`src/seg_xlat_pkg.sv`:
```
package seg_xlat_pkg;

  // Segment register file
  localparam int SEG_COUNT = 6;
  localparam logic [2:0] CODE_SEGMENT_REG = 3'h0;
  localparam logic [2:0] STACK_SEGMENT_REG = 3'h1;
  localparam logic [2:0] DATA_SEGMENT_REG = 3'h2;
  localparam logic [2:0] EXTRA_SEGMENT_REG = 3'h3;
  localparam logic [2:0] SECOND_EXTRA_SEGMENT_REG = 3'h4;
  localparam logic [2:0] THIRD_EXTRA_SEGMENT_REG = 3'h5;

  // Selector layout
  localparam int SEL_W = 16;
  localparam int SEL_PRIV_LSB = 0;
  localparam int SEL_TABLE_BIT = 2;
  localparam int SEL_INDEX_LSB = 3;
  localparam int SEL_INDEX_W = 13;
  localparam int DESC_ENTRIES = 8192;
  localparam int DESC_SIZE_SHIFT = 3;

  // Address widths
  localparam int OFS_W = 32;
  localparam int LIN_W = 32;
  localparam int PHYS_WIDE_W = 36;
  localparam int WIDE_PHYS_ENABLE_BIT = 5;

  // Descriptor field positions (64-bit descriptor)
  localparam int D_LIMIT_LO_LSB = 0;
  localparam int D_BASE_LO_LSB = 16;
  localparam int D_BASE_MID_LSB = 32;
  localparam int D_TYPE_LSB = 40;
  localparam int D_SYS_BIT = 44;
  localparam int D_PRIV_LSB = 45;
  localparam int D_PRESENT_BIT = 47;
  localparam int D_LIMIT_HI_LSB = 48;
  localparam int D_BIG_BIT = 54;
  localparam int D_GRAN_BIT = 55;
  localparam int D_BASE_HI_LSB = 56;

  // Type field bits
  localparam int T_EXEC_BIT = 3;
  localparam int T_DIR_BIT = 2;
  localparam int T_RW_BIT = 1;

  // Limit scaling
  localparam int GRAN_SHIFT = 12;
  localparam logic [31:0] SMALL_TOP = 32'h0000FFFF;

  // Cached (visible + hidden) segment register
  typedef struct packed {
    logic [15:0] sel;
    logic [31:0] base;
    logic [19:0] limit;
    logic gran;
    logic big;
    logic exec;
    logic dir;
    logic rw;
    logic code_data;
    logic [1:0] priv;
    logic present;
  } seg_s;

  // After reset: selector zero, base 0, 64 KB writable data
  localparam seg_s SEG_RESET = '{sel: 16'h0000, base: 32'h00000000, limit: 20'h0FFFF,
                                  gran: 1'b0, big: 1'b0, exec: 1'b0, dir: 1'b0, rw: 1'b1,
                                  code_data: 1'b1, priv: 2'h0, present: 1'b1};

  typedef enum logic [0:0] {ST_IDLE, ST_FETCH} fsm_e;

endpackage : seg_xlat_pkg

```
`src/desc_unpack.sv`:
```
module desc_unpack
  import seg_xlat_pkg::*;
(
  // Raw descriptor
  input wire logic [63:0] desc,
  input wire logic [15:0] sel,
  // Cached form
  output seg_s seg
);

  logic [3:0] typ;

  assign typ = desc[D_TYPE_LSB +: 4];

  always_comb
  begin
    seg.sel = sel;
    seg.base = {desc[D_BASE_HI_LSB +: 8], desc[D_BASE_MID_LSB +: 8],
                desc[D_BASE_LO_LSB +: 16]};
    seg.limit = {desc[D_LIMIT_HI_LSB +: 4], desc[D_LIMIT_LO_LSB +: 16]};
    seg.gran = desc[D_GRAN_BIT];
    seg.big = desc[D_BIG_BIT];
    seg.exec = typ[T_EXEC_BIT];
    seg.dir = typ[T_DIR_BIT];
    seg.rw = typ[T_RW_BIT];
    seg.code_data = desc[D_SYS_BIT];
    seg.priv = desc[D_PRIV_LSB +: 2];
    seg.present = desc[D_PRESENT_BIT];
  end

endmodule : desc_unpack

```
`src/limit_check.sv`:
```
module limit_check
  import seg_xlat_pkg::*;
(
  // Offset and cached limit
  input wire logic [31:0] offset,
  input wire logic [19:0] limit,
  input wire logic gran,
  input wire logic expand_down,
  input wire logic big,
  // Result
  output logic in_range
);

  logic [31:0] eff;
  logic [31:0] top;

  // page-granular limit ignores low twelve bits
  assign eff = gran ? {limit, 12'hFFF} : {12'h000, limit};
  assign top = big ? 32'hFFFFFFFF : SMALL_TOP;

  always_comb
  begin
    if (expand_down)
    begin
      in_range = (offset > eff) && (offset <= top);
    end
    else
    begin
      in_range = (offset <= eff);
    end
  end

endmodule : limit_check

```
`src/segment_address_translation.sv`:
```
module segment_address_translation
  import seg_xlat_pkg::*;
#(
  parameter int PHYS_W = PHYS_WIDE_W
)
(
  // Clock, reset, enable
  input wire logic CLK,
  input wire logic RESETN,
  input wire logic CE,
  // Selector load from execution core
  input wire logic LOAD_REQ,
  input wire logic [2:0] LOAD_SEG,
  input wire logic [15:0] LOAD_SEL,
  input wire logic LOAD_IMPLIED,
  output logic LOAD_BUSY,
  output logic LOAD_DONE,
  output logic LOAD_GP,
  output logic LOAD_NP,
  // Descriptor fetch
  output logic DESC_REQ,
  output logic [31:0] DESC_ADDR,
  input wire logic DESC_ACK,
  input wire logic [63:0] DESC_DATA,
  // Table bases and control
  input wire logic [31:0] GLOBAL_TABLE_BASE_REG,
  input wire logic [31:0] LOCAL_TABLE_BASE_REG,
  input wire logic [31:0] CONTROL_REGISTER_FOUR,
  input wire logic PAGING_EN,
  // Memory reference
  input wire logic REF_REQ,
  input wire logic [2:0] REF_SEG,
  input wire logic [31:0] REF_OFFSET,
  input wire logic REF_WRITE,
  input wire logic REF_USER,
  output logic REF_GP,
  // Physical address out (paging off)
  output logic PHYS_VALID,
  output logic [PHYS_W-1:0] PHYS_ADDR,
  // Linear address to page stage (paging on)
  output logic PAGE_VALID,
  output logic [31:0] PAGE_LIN,
  output logic PAGE_WRITE,
  output logic PAGE_USER,
  output logic PAGE_WIDE,
  // Visible selector readout
  input wire logic [2:0] SEL_RD_SEG,
  output logic [15:0] SEL_RD_DATA
);

  // Narrower than 32 would cut linear addresses; wider than 36 has no meaning
  if (PHYS_W < LIN_W || PHYS_W > PHYS_WIDE_W)
  begin : g_width_chk
    $error("PHYS_W must lie between 32 and 36");
  end

  typedef struct packed {
    fsm_e fsm;
    seg_s [SEG_COUNT-1:0] seg;
    logic [2:0] ld_tgt;
    logic [15:0] ld_sel;
    logic load_done;
    logic load_gp;
    logic load_np;
    logic load_busy;
    logic desc_req;
    logic [31:0] desc_addr;
    logic ref_gp;
    logic phys_valid;
    logic [PHYS_W-1:0] phys_addr;
    logic page_valid;
    logic [31:0] page_lin;
    logic page_write;
    logic page_user;
    logic page_wide;
    logic [15:0] sel_rd;
  } state_s;

  localparam state_s ST_RESET = '{fsm: ST_IDLE, seg: {SEG_COUNT{SEG_RESET}}, default: '0};

  state_s r;
  state_s n;

  seg_s fetched;
  seg_s cur;
  logic cur_in_range;
  logic ref_seg_ok;
  logic [SEG_COUNT-1:0] seg_null;
  logic ref_type_bad;
  logic ref_bad;

  desc_unpack u_unpack (
    .desc(DESC_DATA),
    .sel(r.ld_sel),
    .seg(fetched)
  );

  // only the six cached registers are reachable
  assign ref_seg_ok = (REF_SEG < 3'(SEG_COUNT));
  // Index 6 or 7 reads a harmless default; ref_seg_ok raises the fault
  assign cur = ref_seg_ok ? r.seg[REF_SEG] : SEG_RESET;

  limit_check u_limit (
    .offset(REF_OFFSET),
    .limit(cur.limit),
    .gran(cur.gran),
    .expand_down(cur.dir & ~cur.exec),
    .big(cur.big),
    .in_range(cur_in_range)
  );

  function automatic logic is_null(input logic [15:0] sel);
    // index zero in the global table
    is_null = (sel[SEL_W-1:SEL_INDEX_LSB] == 13'h0000) && !sel[SEL_TABLE_BIT];
  endfunction : is_null

  // null flag decoded once per register
  for (genvar i = 0; i < SEG_COUNT; i++)
  begin : g_null
    assign seg_null[i] = is_null(r.seg[i].sel);
  end

  // rights and limit settled before the add
  always_comb
  begin
    if (REF_WRITE)
    begin
      // Code never writable; data only when marked so
      ref_type_bad = cur.exec || !cur.rw;
    end
    else
    begin
      // Execute-only code cannot be read
      ref_type_bad = cur.exec && !cur.rw;
    end
    ref_bad = !ref_seg_ok || !cur.present || !cur_in_range || ref_type_bad;
    // null visible selector faults on use
    if (ref_seg_ok && seg_null[REF_SEG])
    begin
      ref_bad = 1'b1;
    end
  end

  always_comb
  begin
    logic [2:0] tgt;
    logic [31:0] tbase;
    logic [31:0] lin;
    tgt = 3'h0;
    tbase = 32'h00000000;
    lin = 32'h00000000;
    n = r;
    n.load_done = 1'b0;
    n.ref_gp = 1'b0;
    n.phys_valid = 1'b0;
    n.page_valid = 1'b0;
    n.sel_rd = (SEL_RD_SEG < 3'(SEG_COUNT)) ? r.seg[SEL_RD_SEG].sel : 16'h0000;

    case (r.fsm)
      ST_IDLE:
      begin
        if (LOAD_REQ)
        begin
          // implied loads always target the code register
          tgt = LOAD_IMPLIED ? CODE_SEGMENT_REG : LOAD_SEG;
          n.ld_tgt = tgt;
          // privilege bits ride along in the stored selector
          n.ld_sel = LOAD_SEL;
          n.load_gp = 1'b0;
          n.load_np = 1'b0;
          if (tgt >= 3'(SEG_COUNT))
          begin
            n.load_done = 1'b1;
            n.load_gp = 1'b1;
          end
          else if (is_null(LOAD_SEL))
          begin
            n.load_done = 1'b1;
            // null into code or stack register
            if (tgt == CODE_SEGMENT_REG || tgt == STACK_SEGMENT_REG)
            begin
              n.load_gp = 1'b1;
            end
            else
            begin
              // null accepted silently, hidden part cleared
              n.seg[tgt] = '0;
              n.seg[tgt].sel = LOAD_SEL;
            end
          end
          else
          begin
            tbase = LOAD_SEL[SEL_TABLE_BIT] ? LOCAL_TABLE_BASE_REG : GLOBAL_TABLE_BASE_REG;
            // table base plus index times eight
            n.desc_addr = tbase + {16'h0000, LOAD_SEL[SEL_W-1:SEL_INDEX_LSB], 3'b000};
            n.desc_req = 1'b1;
            n.load_busy = 1'b1;
            n.fsm = ST_FETCH;
          end
        end
      end

      ST_FETCH:
      begin
        if (DESC_ACK)
        begin
          n.desc_req = 1'b0;
          n.load_busy = 1'b0;
          n.load_done = 1'b1;
          n.fsm = ST_IDLE;
          // A faulted load leaves the register untouched
          // System descriptors never load a segment register
          if (!fetched.code_data)
          begin
            n.load_gp = 1'b1;
          end
          else if (r.ld_tgt == STACK_SEGMENT_REG && (fetched.exec || !fetched.rw))
          begin
            n.load_gp = 1'b1;
          end
          else if (r.ld_tgt == CODE_SEGMENT_REG && !fetched.exec)
          begin
            n.load_gp = 1'b1;
          end
          else if (fetched.exec && !fetched.rw && r.ld_tgt != CODE_SEGMENT_REG)
          begin
            n.load_gp = 1'b1;
          end
          else if (!fetched.present)
          begin
            n.load_np = 1'b1;
          end
          else
          begin
            // cache base, limit and access in hidden part
            n.seg[r.ld_tgt] = fetched;
          end
        end
      end

      default:
      begin
        n.fsm = ST_IDLE;
        n.desc_req = 1'b0;
        n.load_busy = 1'b0;
      end
    endcase

    if (REF_REQ)
    begin
      // cached copy used even if the table changed
      lin = cur.base + REF_OFFSET;
      if (ref_bad)
      begin
        n.ref_gp = 1'b1;
      end
      else if (PAGING_EN)
      begin
        n.page_valid = 1'b1;
        n.page_lin = lin;
        // page stage gets write and user for page checks
        n.page_write = REF_WRITE;
        n.page_user = REF_USER;
        n.page_wide = CONTROL_REGISTER_FOUR[WIDE_PHYS_ENABLE_BIT];
      end
      else
      begin
        // unpaged: linear is physical, upper bits zero
        n.phys_valid = 1'b1;
        n.phys_addr = PHYS_W'(lin);
      end
    end
  end

  // CE low holds pulse outputs too, so they stretch
  always_ff @(posedge CLK or negedge RESETN)
  begin
    if (!RESETN)
    begin
      r <= ST_RESET;
    end
    else if (CE)
    begin
      r <= n;
    end
  end

  // Load handshake
  assign LOAD_BUSY = r.load_busy;
  assign LOAD_DONE = r.load_done;
  assign LOAD_GP = r.load_gp;
  assign LOAD_NP = r.load_np;

  // Descriptor fetch
  assign DESC_REQ = r.desc_req;
  assign DESC_ADDR = r.desc_addr;

  // Reference outcome
  assign REF_GP = r.ref_gp;
  assign PHYS_VALID = r.phys_valid;
  assign PHYS_ADDR = r.phys_addr;
  assign PAGE_VALID = r.page_valid;
  assign PAGE_LIN = r.page_lin;
  assign PAGE_WRITE = r.page_write;
  assign PAGE_USER = r.page_user;
  assign PAGE_WIDE = r.page_wide;

  // Selector readout
  assign SEL_RD_DATA = r.sel_rd;

endmodule : segment_address_translation

```
`config.mk`:
```
export PLATFORM = sky130hd
export DESIGN_NAME = segment_address_translation
export DESIGN_NICKNAME = d
export VERILOG_FILES = /design/src/seg_xlat_pkg.sv /design/src/desc_unpack.sv /design/src/limit_check.sv /design/src/segment_address_translation.sv
export SDC_FILE = /design/constraint.sdc
export NUM_CORES = 1
export LEC_CHECK = 0
export BUFFER_PORTS_ARGS = -buffer_cell sky130_fd_sc_hd__buf_2
export CORE_MARGIN = 8
export CORE_UTILIZATION = 64
export DETAILED_ROUTE_END_ITERATION = 10
export PLACE_DENSITY = 0.91
export SLEW_MARGIN = 20
export SYNTH_ARGS = -nofsm -noshare
export SYNTH_HDL_FRONTEND = slang
export SYNTH_SLANG_ARGS = --single-unit
export TNS_END_PERCENT = 20
```
`constraint.sdc`:
```
create_clock -name CLK -period 8.3 [get_ports CLK]
set_input_delay 0.83 -clock CLK [delete_from_list [all_inputs] [get_ports CLK]]
set_output_delay 0.83 -clock CLK [all_outputs]
set_load 0.03 [all_outputs]
```
== Yosys cells after proc, flatten, opt, wreduce, memory -nomap -nowiden ==
Index checks and enable logic that the tools add are counted.

* Reductions and logical operators: 53
* Bitwise gates (word level): 9
* Equality and inequality tests: 15
* $lt $le $gt $ge: 12
* Multiplexer cells: 56
* Div/mod/pow operators: 0
* Multipliers: 0
* $add $sub $neg: 2
* Shift-type cells: 0

{| class="wikitable"
|+ Operators by type and width
! operator !! number
|-
| 2-to-1 mux 462 bit || 7
|-
| 2-to-1 mux 463 bit || 2
|-
| case mux 463 bit (2 select lines) || 1
|-
| bitwise mux 462 bit || 2
|-
| demux 77 bit (select 3 bit) || 3
|-
| 2-to-1 mux 519 bit || 1
|-
| AND 462 bit || 1
|-
| binary-select mux 77 bit (select 3 bit) || 2
|-
| NOT 462 bit || 1
|-
| 2-to-1 mux 77 bit || 4
|-
| 2-to-1 mux 61 bit || 2
|-
| 2-to-1 mux 32 bit || 3
|-
| zero test 13 bit || 7
|-
| 2-to-1 mux 74 bit || 1
|-
| 2-to-1 mux 73 bit || 1
|-
| 2-to-1 mux 34 bit || 2
|-
| less-or-equal comparator 32 bit || 2
|-
| 2-to-1 mux 37 bit || 1
|-
| 2-to-1 mux 36 bit || 1
|-
| adder 32 x 16 -> 32 bit || 1
|-
| adder 32 bit || 1
|-
| > comparator 32 bit || 1
|-
| inequality test 2 bit (second input constant) || 12
|-
| logical AND 1 bit || 16
|-
| other kinds (24) || 72
|}

* RAM bits: 0
* Bits of input ports: 227
* Register bits after elaboration: 605
* Bits in latches: 0
* Memories kept: 0
* Memory bits (read-only): 0
* Output and inout bits: 127

== Longest topological paths before layout ==
Gate-level depths: netlist of the first run.

* Word-level depth: 13
* Mapped depth: 19
* Gate-level depth less buffers: 15

== Modules after synthesis ==
Synthesis of the first run repeated with hierarchy kept, for this count alone.

* Cell total of the unflattened synthesis: 2829
* Area total of the unflattened synthesis: 32180.9 µm²

{| class="wikitable"
|+ Modules (own cells, without submodules)
! module !! sequential area each (µm²) !! times used !! area each (µm²) !! cells each
|-
| segment_address_translation || 14799.2 || 1 || 30320.3 || 2588
|-
| limit_check || 0.0 || 1 || 1282.5 || 164
|-
| desc_unpack || 0.0 || 1 || 578.1 || 77
|}

== Worst setup path after synthesis of the first run ==
No wires, ideal clock.

* Path type: input to register
* Start: input REF_SEG[0]
* End: register r, in the netlist PHYS_ADDR[28]
* Buffers on the path: 5
* Arrival time: 5.718 ns
* Required time: 8.175 ns
* Slack: 2.458 ns
* Cell stages on the path: 18
* Cell sequence: buf_2 > buf_2 > buf_1 > clkbuf_1 > mux2i_1 > nor2_1 > a21oi_1 > ha_1 > a21oi_1 > nor2b_1 > o311ai_1 > a21oi_1 > a2111oi_0 > o21ai_0 > mux2_2 > nor4_4 > buf_6 > mux2_2

* Longest elaborated chain between the ends: 13
* Elaborated cells on any way between the ends: 30
* Those cells by class: add/sub (1); order compare (4); mux (10); bitwise (3); reduce/logical (12)

{| class="wikitable"
|+ Ends and longest elaborated chain
! item !! RTL line !! RTL
|-
| start: declaration || segment_address_translation.sv:32 || <nowiki>input wire logic [2:0] REF_SEG,</nowiki>
|-
| binary-select mux 77 bit (select 3 bit) || segment_address_translation.sv:101 || <nowiki>assign cur = ref_seg_ok ? r.seg[REF_SEG] : SEG_RESET;</nowiki>
|-
| 2-to-1 mux 61 bit (implied by the code) || segment_address_translation.sv:101 ||
|-
| 2-to-1 mux 61 bit || segment_address_translation.sv:101 ||
|-
| 2-to-1 mux 32 bit, on equally long branches || limit_check.sv:18, limit_check.sv:19 ||
|-
| > comparator 32 bit or less-or-equal comparator 32 bit (tied branches) || limit_check.sv:25 || <nowiki>in_range = (offset > eff) && (offset <= top);</nowiki>
|-
| logical AND 1 bit || limit_check.sv:25 ||
|-
| 2-to-1 mux 1 bit || limit_check.sv:23 || <nowiki>if (expand_down)</nowiki>
|-
| zero test 1 bit || segment_address_translation.sv:136 || <nowiki>ref_bad = !ref_seg_ok || !cur.present || !cur_in_range || ref_type_bad;</nowiki>
|-
| logical OR 1 bit (2 in a row) || segment_address_translation.sv:136 ||
|-
| 2-to-1 mux 1 bit || segment_address_translation.sv:138 || <nowiki>if (ref_seg_ok && seg_null[REF_SEG])</nowiki>
|-
| NOT 1 bit (no line) || - ||
|-
| AND reduction 4 bit (no line) || - ||
|-
| end signal: assignment || segment_address_translation.sv:284 || <nowiki>r <= n;</nowiki>
|-
| end: declaration || segment_address_translation.sv:81 || <nowiki>state_s r;</nowiki>
|}

Parallel ways exist; a longest one is shown, timed or not. The select of a mux whose other input is x is not followed.
A chain may end at the register's enable or synchronous reset.

== Worst setup path after layout of the first run ==
* Start: input REF_SEG[2]
* End: register r, in the netlist PAGE_LIN[16]

Same word-level chain as after synthesis.

==> results of run 1 <==
[metal layers]
metal	vias to the layer above	wire length (um)	global-route usage, %
li1	10200	-	-
met1	12300	33300	39.2
met2	1850	44500	52.7
met3	406	11000	10.3
met4	6	5270	18.7
met5	-	40	0
[final cells by class]
class	count	area (um2)	area share [%]
tap	615	769	2.27
inverter	31	116	0.343
antenna	10	25.0	0.0738
sequential	586	14800	43.7
clock inverter	33	512	1.51
clock buffer	75	1660	4.89
timing repair buffer	349	1900	5.60
multi-input combinational	1782	14100	41.7
[kinds of logic (layout without fill, tap and decap cells)]
logic type	Yosys count	after routing
AO/OA/AOI/OAI	836	836
XOR/XNOR	55	55
adder cells (fa/ha/maj)	94	94
buffers and inverters	365	488
flip-flops	586	586
multiplexers	267	267
other	1	14
AND/OR/NAND/NOR	526	526
[through the flow]
| step | setup WS [ns] | power, W | instances |
|---|---|---|---|
| floorplan | 2.46 | 0.00418 | 2733 |
| global placement | 2.03 | 0.00451 | 3362 |
| detailed placement | 1.70 | 0.00458 | 3362 |
| CTS | 2.33 | 0.00754 | 3470 |
| global route | 2.36 | 0.00779 | 3481 |
| finish | 2.66 | 0.00756 | 3481 |
[critical path, stage by stage]
cell       delay (ns)
buf_2            0.54
nand2b_1         0.72
nor2_1           0.15
a21oi_2          0.58
ha_1             0.38
a21oi_1          0.15
nor2b_1          0.07
o311ai_1         0.31
a21oi_1          0.13
a2111oi_0        0.45
o21ai_0          0.18
mux2_2           0.39
nor4b_4          0.29
buf_4            0.46
mux2_2           0.40
[sequential cells by signal (all words and copies together) (netlist names)]
signal       flops
DESC_ADDR       32
REF_GP           1
LOAD_DONE        1
PAGE_WRITE       1
PAGE_USER        1
PAGE_WIDE        1
SEL_RD_DATA     16
PHYS_ADDR       32
PAGE_LIN        32
LOAD_NP          1
r              464
LOAD_BUSY        1
PHYS_VALID       1
PAGE_VALID       1
LOAD_GP          1
[final timing paths]
kind | end | cells past startpoint | slack (ns)
max reg2reg | PAGE_LIN[16]$_DFFE_PN0P_ | 13 | 3.40
max in group asynchronous | r[144]$_DFFE_PN0P_ | 3 | 6.44
min | PHYS_ADDR[3]$_DFFE_PN0P_ | 1 | 0.05
min in group CLK | PAGE_USER$_DFFE_PN0P_ | 2 | 0.44
min reg2reg | PHYS_ADDR[10]$_DFFE_PN0P_ | 1 | 0.48
max | PAGE_LIN[16]$_DFFE_PN0P_ | 15 | 2.66
[report_power, final]
part | switching [W] | internal (W)
Combinational | 0.000818 | 0.000464
Sequential | 0.000177 | 0.00312
Clock | 0.00117 | 0.00181
[cells in the final DEF, fill, tap and decap left out, types with 33 or more instances in the layout]
| cell type | n |
|---|---|
| dfrtp_1 | 478 |
| xnor2_1 | 36 |
| a21oi_1 | 92 |
| dfstp_2 | 108 |
| clkbuf_16 | 60 |
| mux2i_1 | 83 |
| nand2_1 | 230 |
| o21ai_0 | 134 |
| buf_4 | 33 |
| nor2_1 | 105 |
| mux4_2 | 71 |
| mux2_2 | 87 |
| a22oi_1 | 81 |
| ha_1 | 92 |
| a22o_1 | 339 |
| o21ai_1 | 63 |
| buf_2 | 311 |
==> qor.yml, run 1 <==
finalNetCount: 3129
fin_setup_tns_ns: 0
ant_nets: 0
synth_xor_area_share_pct: 1.56
fin_util_pct: 71.0
grt_pass1_vias: 26200
synth_ff_type: "dfrtp_1"
status: "finished, final reports clean"
cp-startpoint: "REF_SEG[2]"
slew-limit-headroom_pct: 20.5
cts_tree: "done"
max_freq_ghz: 0.177
grt_pass1_wl_mm: 147
hold_viol: 0
route.vias.total: 24800
ctsResizeCount: 0
synthSimpleGateAreaFrac_pct: 8.10
gp_congestion: 0.938
muxShareOfSynthArea_pct: 12.0
start_util_pct: 64.8
cts_root_buf: "clkbuf_16"
die_h_um: 236
final.setup_skew_ns: 0.0287
syn_to_final_growth_pct: 9.52
clkLatencyLatePin_ns: 0.64
dpl_cell_area_mm2: 0.0317
async_reset_ff_share_pct: 100
synth.most_common_cell: "dfrtp_1"
yosysTopAreaCell: "dfrtp_1"
path_max_fanout: 36
critical_path_arrival_ns: 6.14
fin_crit_ns: 5.64
final_min_period_over_clock_period_pct: 68.0
ys_seq_elements: 586
post_cts_buffers: 0
synthAdderAreaFrac_pct: 3.85
die_area_mm2: 0.0557
synth_warnings: 0
hold_path.class: "in2async"
crit_required_ns: 8.80
ir_drop_v: 0.000155
routed_via_density: 7.13
drcViolationCount: 0
synth_common_cells: "dfrtp_1 (478), a22o_1 (339), nand2_1 (230)"
synth_enable_flop_cells: 0
boundaryPins: 354
die_w_um: 236
synth_area_leaders: "dfrtp_1 (39%), a22o_1 (9.6%), dfstp_2 (9.2%)"
wire_per_inst_um: 27.0
path_clk_slew_ns: 0.06
drtIter0Drc: 3112
cts_buffer_depth: 3
rsz0062_at_grt: "false"
rows: 80
final_area_mm2: 0.0339
synth_top_family_by_area: "compound AO/OA/AOI/OAI gates"
core_area_mm2: 0.0477
powerDensity_mw_per_mm2: 223
setup_viol: 0
timing.rr.start: "r[538]$_DFFE_PN0P_"
syn_inst: 2730
drv_cap: 0
io_buffers: 313
hold_ws_ns: 0.0498
drtPass1Iterations: 8
p_leak_nw: 15.8
dp_hpwl_mm: 59.7
grt-ovfl-total: 0
crit_path_end_kind: "register"
synth_area_per_cell_um2: 11.3
synth_area_mm2: 0.0310
ys_seq_area_share_pct: 47.8
numCtsBuffers: 58
drt_wl_total_mm: 94.1
ys_types: 86
drive_above_1_share_pct: 26.6
grt_usage_pct: 32.9
drv_slew: 0
synth-compound-area-share_pct: 19.8
ctsHtreeMaxLevel: 2
n_fill_cell: 3186
worstMarginPinSlew_ns: 1.19
cts_hold_buffers: 0
yosysTopAreaCellShare_pct: 38.6
antenna_found_initial: 13
cts_sinks: 586
cp-start-kind: "input port"
grt_max_degree: 182
crit_type: "in2reg"
No activity file was read; power rests on OpenSTA's default activity.
==> run 2: changes to the inputs <==
--- a/config.mk
+++ b/config.mk
@@ -7,9 +7,9 @@
 export LEC_CHECK = 0
 export BUFFER_PORTS_ARGS = -buffer_cell sky130_fd_sc_hd__buf_2
 export CORE_MARGIN = 8
-export CORE_UTILIZATION = 64
+export CORE_UTILIZATION = 59
 export DETAILED_ROUTE_END_ITERATION = 10
-export PLACE_DENSITY = 0.91
+export PLACE_DENSITY = 0.85
 export SLEW_MARGIN = 20
 export SYNTH_ARGS = -nofsm -noshare
 export SYNTH_HDL_FRONTEND = slang
==> constraint.sdc (replaced) <==
create_clock -name CLK -period 5.29 [get_ports CLK]
set_input_delay 0.529 -clock CLK [delete_from_list [all_inputs] [get_ports CLK]]
set_output_delay 0.529 -clock CLK [all_outputs]
set_load 0.03 [all_outputs]
==> run 2 against run 1 <==
  * The flow now finishes with violations (negative hold slack)
  * Power increased by 54%
  * Sequential power up 57%
  * Count of clock-buffer cells in the layout increased by 16
  * Via count down 1.5%
  * Final cell count up 2.7%
  * Setup slack got worse by 1.8 ns
  * Critical path depth up 1
  * Flip-flop and latch count is the same
  * Combinational power grew 57%
  * Highest routed layer unchanged
  * Clock power grew 49%
  * Non-clock buffer count rose by 19
  * Global-route usage shrank 2.7 points
==> qor.yml, run 2 (synthesis gave the netlist of run 1 again) <==
status: "complete, but fails checks"
violations: "negative hold slack"
crit_required_ns: 5.82
io_buffers: 313
ant_nets: 0
finalWorstSetupSlack_ns: 0.826
crit_path_end_kind: "register"
drcViolationCount: 0
final_cells: 3574
hold_ws_ns: -0.0437
drive_above_1_share_pct: 26.8
final_common_cell: "dfrtp_1"
ctsHtreeMaxLevel: 2
grt_max_degree: 143
die_h_um: 245
cts_sinks: 586
numCtsBuffers: 60
boundaryPins: 354
largest_reg_flops: 464
path_clk_slew_ns: 0.06
most-common-layout-cells: "dfrtp_1 (478), a22o_1 (339), buf_2 (311)"
rsz0062_at_grt: "false"
drtPass1Iterations: 7
drtIter0Drc: 2662
route.vias.total: 24400
finalNetCount: 3150
start_util_pct: 59.3
dp.cells: 3455
core_area_mm2: 0.0522
grt_pass1_wl_mm: 146
cts_hold_buffers: 0
drt_wl_total_mm: 92.9
path_max_fanout: 29
cts_tree: "done"
syn_to_final_growth_pct: 10.1
fin_setup_tns_ns: 0
dp_hpwl_mm: 60.5
routed_via_density: 6.84
fin_crit_ns: 4.46
gp_congestion: 0.951
rows: 84
post_cts_buffers: 0
die_area_mm2: 0.0601
grt_usage_pct: 30.2
drv_slew: 0
setup_viol: 0
crit_type: "in2reg"
grt_pass1_vias: 25800
final_min_period_over_clock_period_pct: 84.4
reg2reg_slack_ns: 0.83
powerDensity_mw_per_mm2: 341
pre_cts_ws_ns: 0.192
crit_path_end: "PAGE_LIN[2]$_DFFE_PN0P_"
n_fill_cell: 3764
slew-limit-headroom_pct: 20.0
reg2reg_depth: 15
ir_drop_v: 0.000301
grt-ovfl-total: 0
cp-start-kind: "input port"
cts_buffer_depth: 3
critical_path_arrival_ns: 4.99
worstMarginPinSlew_ns: 1.19
timing.rr.start: "r[244]$_DFFE_PN1P_"
max_freq_ghz: 0.224
final.setup_skew_ns: 0.0291
hold_viol: 19
wire_per_inst_um: 26.0
clkLatencyLatePin_ns: 0.65
cp-startpoint: "REF_SEG[2]"
drv_cap: 0
hold_path.class: "in2async"
top_register: "r"
rr_endpoint: "PAGE_LIN[2]$_DFFE_PN0P_"
p_leak_nw: 15.8
die_w_um: 245
antenna_found_initial: 15
p_total_w: 0.0116
ctsResizeCount: 0
cts_root_buf: "clkbuf_16"
-- run 2: cell types whose count changed in the layout (fill, tap and decap cells not counted), sizes merged --
cell / previous run / this run
clkbuf: 75 / 91
inv: 33 / 34
bufinv: 13 / 5
clkinv: 17 / 8
diode: 10 / 11
buf: 349 / 368
-- run 2: through the flow --
step | hold slack [ns] | utilization (%) | instance area (um2)
floorplan | 0.233 | - | 31000
detailed placement | 0.465 | 61.3 | 32000
global placement | 0.460 | 61.3 | 32000
finish | -0.0437 | 65.3 | 34100
CTS | 0.0220 | 65.2 | 34100
global route | 0.0357 | 65.2 | 34100
-- run 2: worst min-delay path by stage --
stage,from,endpoint,slack [ns],cells after the start
2_1_floorplan,RESETN,DESC_ADDR[0]$_DFFE_PN0P_,0.23,0
3_3_place_gp,DESC_ADDR[26]$_DFFE_PN0P_,DESC_ADDR[26]$_DFFE_PN0P_,0.46,2
3_5_place_dp,DESC_ADDR[0]$_DFFE_PN0P_,DESC_ADDR[0]$_DFFE_PN0P_,0.46,2
4_1_cts,RESETN,PAGE_LIN[3]$_DFFE_PN0P_,0.02,1
5_1_grt,RESETN,PAGE_LIN[3]$_DFFE_PN0P_,0.04,1
6_report,RESETN,PAGE_LIN[3]$_DFFE_PN0P_,-0.04,1
-- run 2: critical path, stage by stage --
cell	delay (ns)
buf_2	0.09
buf_4	0.25
buf_4	0.43
mux4_2	0.38
a21oi_2	0.39
ha_1	0.34
a21oi_1	0.15
nor2b_1	0.06
o311ai_1	0.28
a21oi_1	0.12
a2111oi_0	0.36
o21ai_0	0.15
mux2_2	0.38
nor4b_4	0.40
buf_12	0.25
mux2_2	0.36
-- run 2: routing by layer --
metal / share of wire [%] / wire [um] / vias to the layer above / GRT usage, %
li1: - / - / 10300 / -
met1: 37 / 34800 / 12200 / 37.1
met2: 47 / 44000 / 1571 / 48.8
met3: 10 / 9690 / 360 / 8.91
met4: 4.7 / 4350 / 10 / 14.5
met5: 0.073 / 68 / - / 0
-- run 2: power by group --
part	switching (W)	total, W	internal, W	leakage [nW]
Combinational	0.00127	0.00201	0.000738	7.16
Clock	0.00183	0.00444	0.00261	1.01
Sequential	0.000264	0.00515	0.00489	7.62
Total	0.00337	0.0116	0.00824	15.8
-- run 2: area by class of cell --
type | instances | area [um2] | area share, %
Clock inverter | 17 | 235 | 0.690
Timing Repair Buffer | 368 | 2100 | 6.15
Clock buffer | 91 | 1820 | 5.34
Multi-Input combinational cell | 1782 | 14100 | 41.4
Sequential cell | 586 | 14800 | 43.4
Antenna cell | 11 | 27.5 | 0.0808
Tap cell | 688 | 861 | 2.53
Inverter | 31 | 116 | 0.341
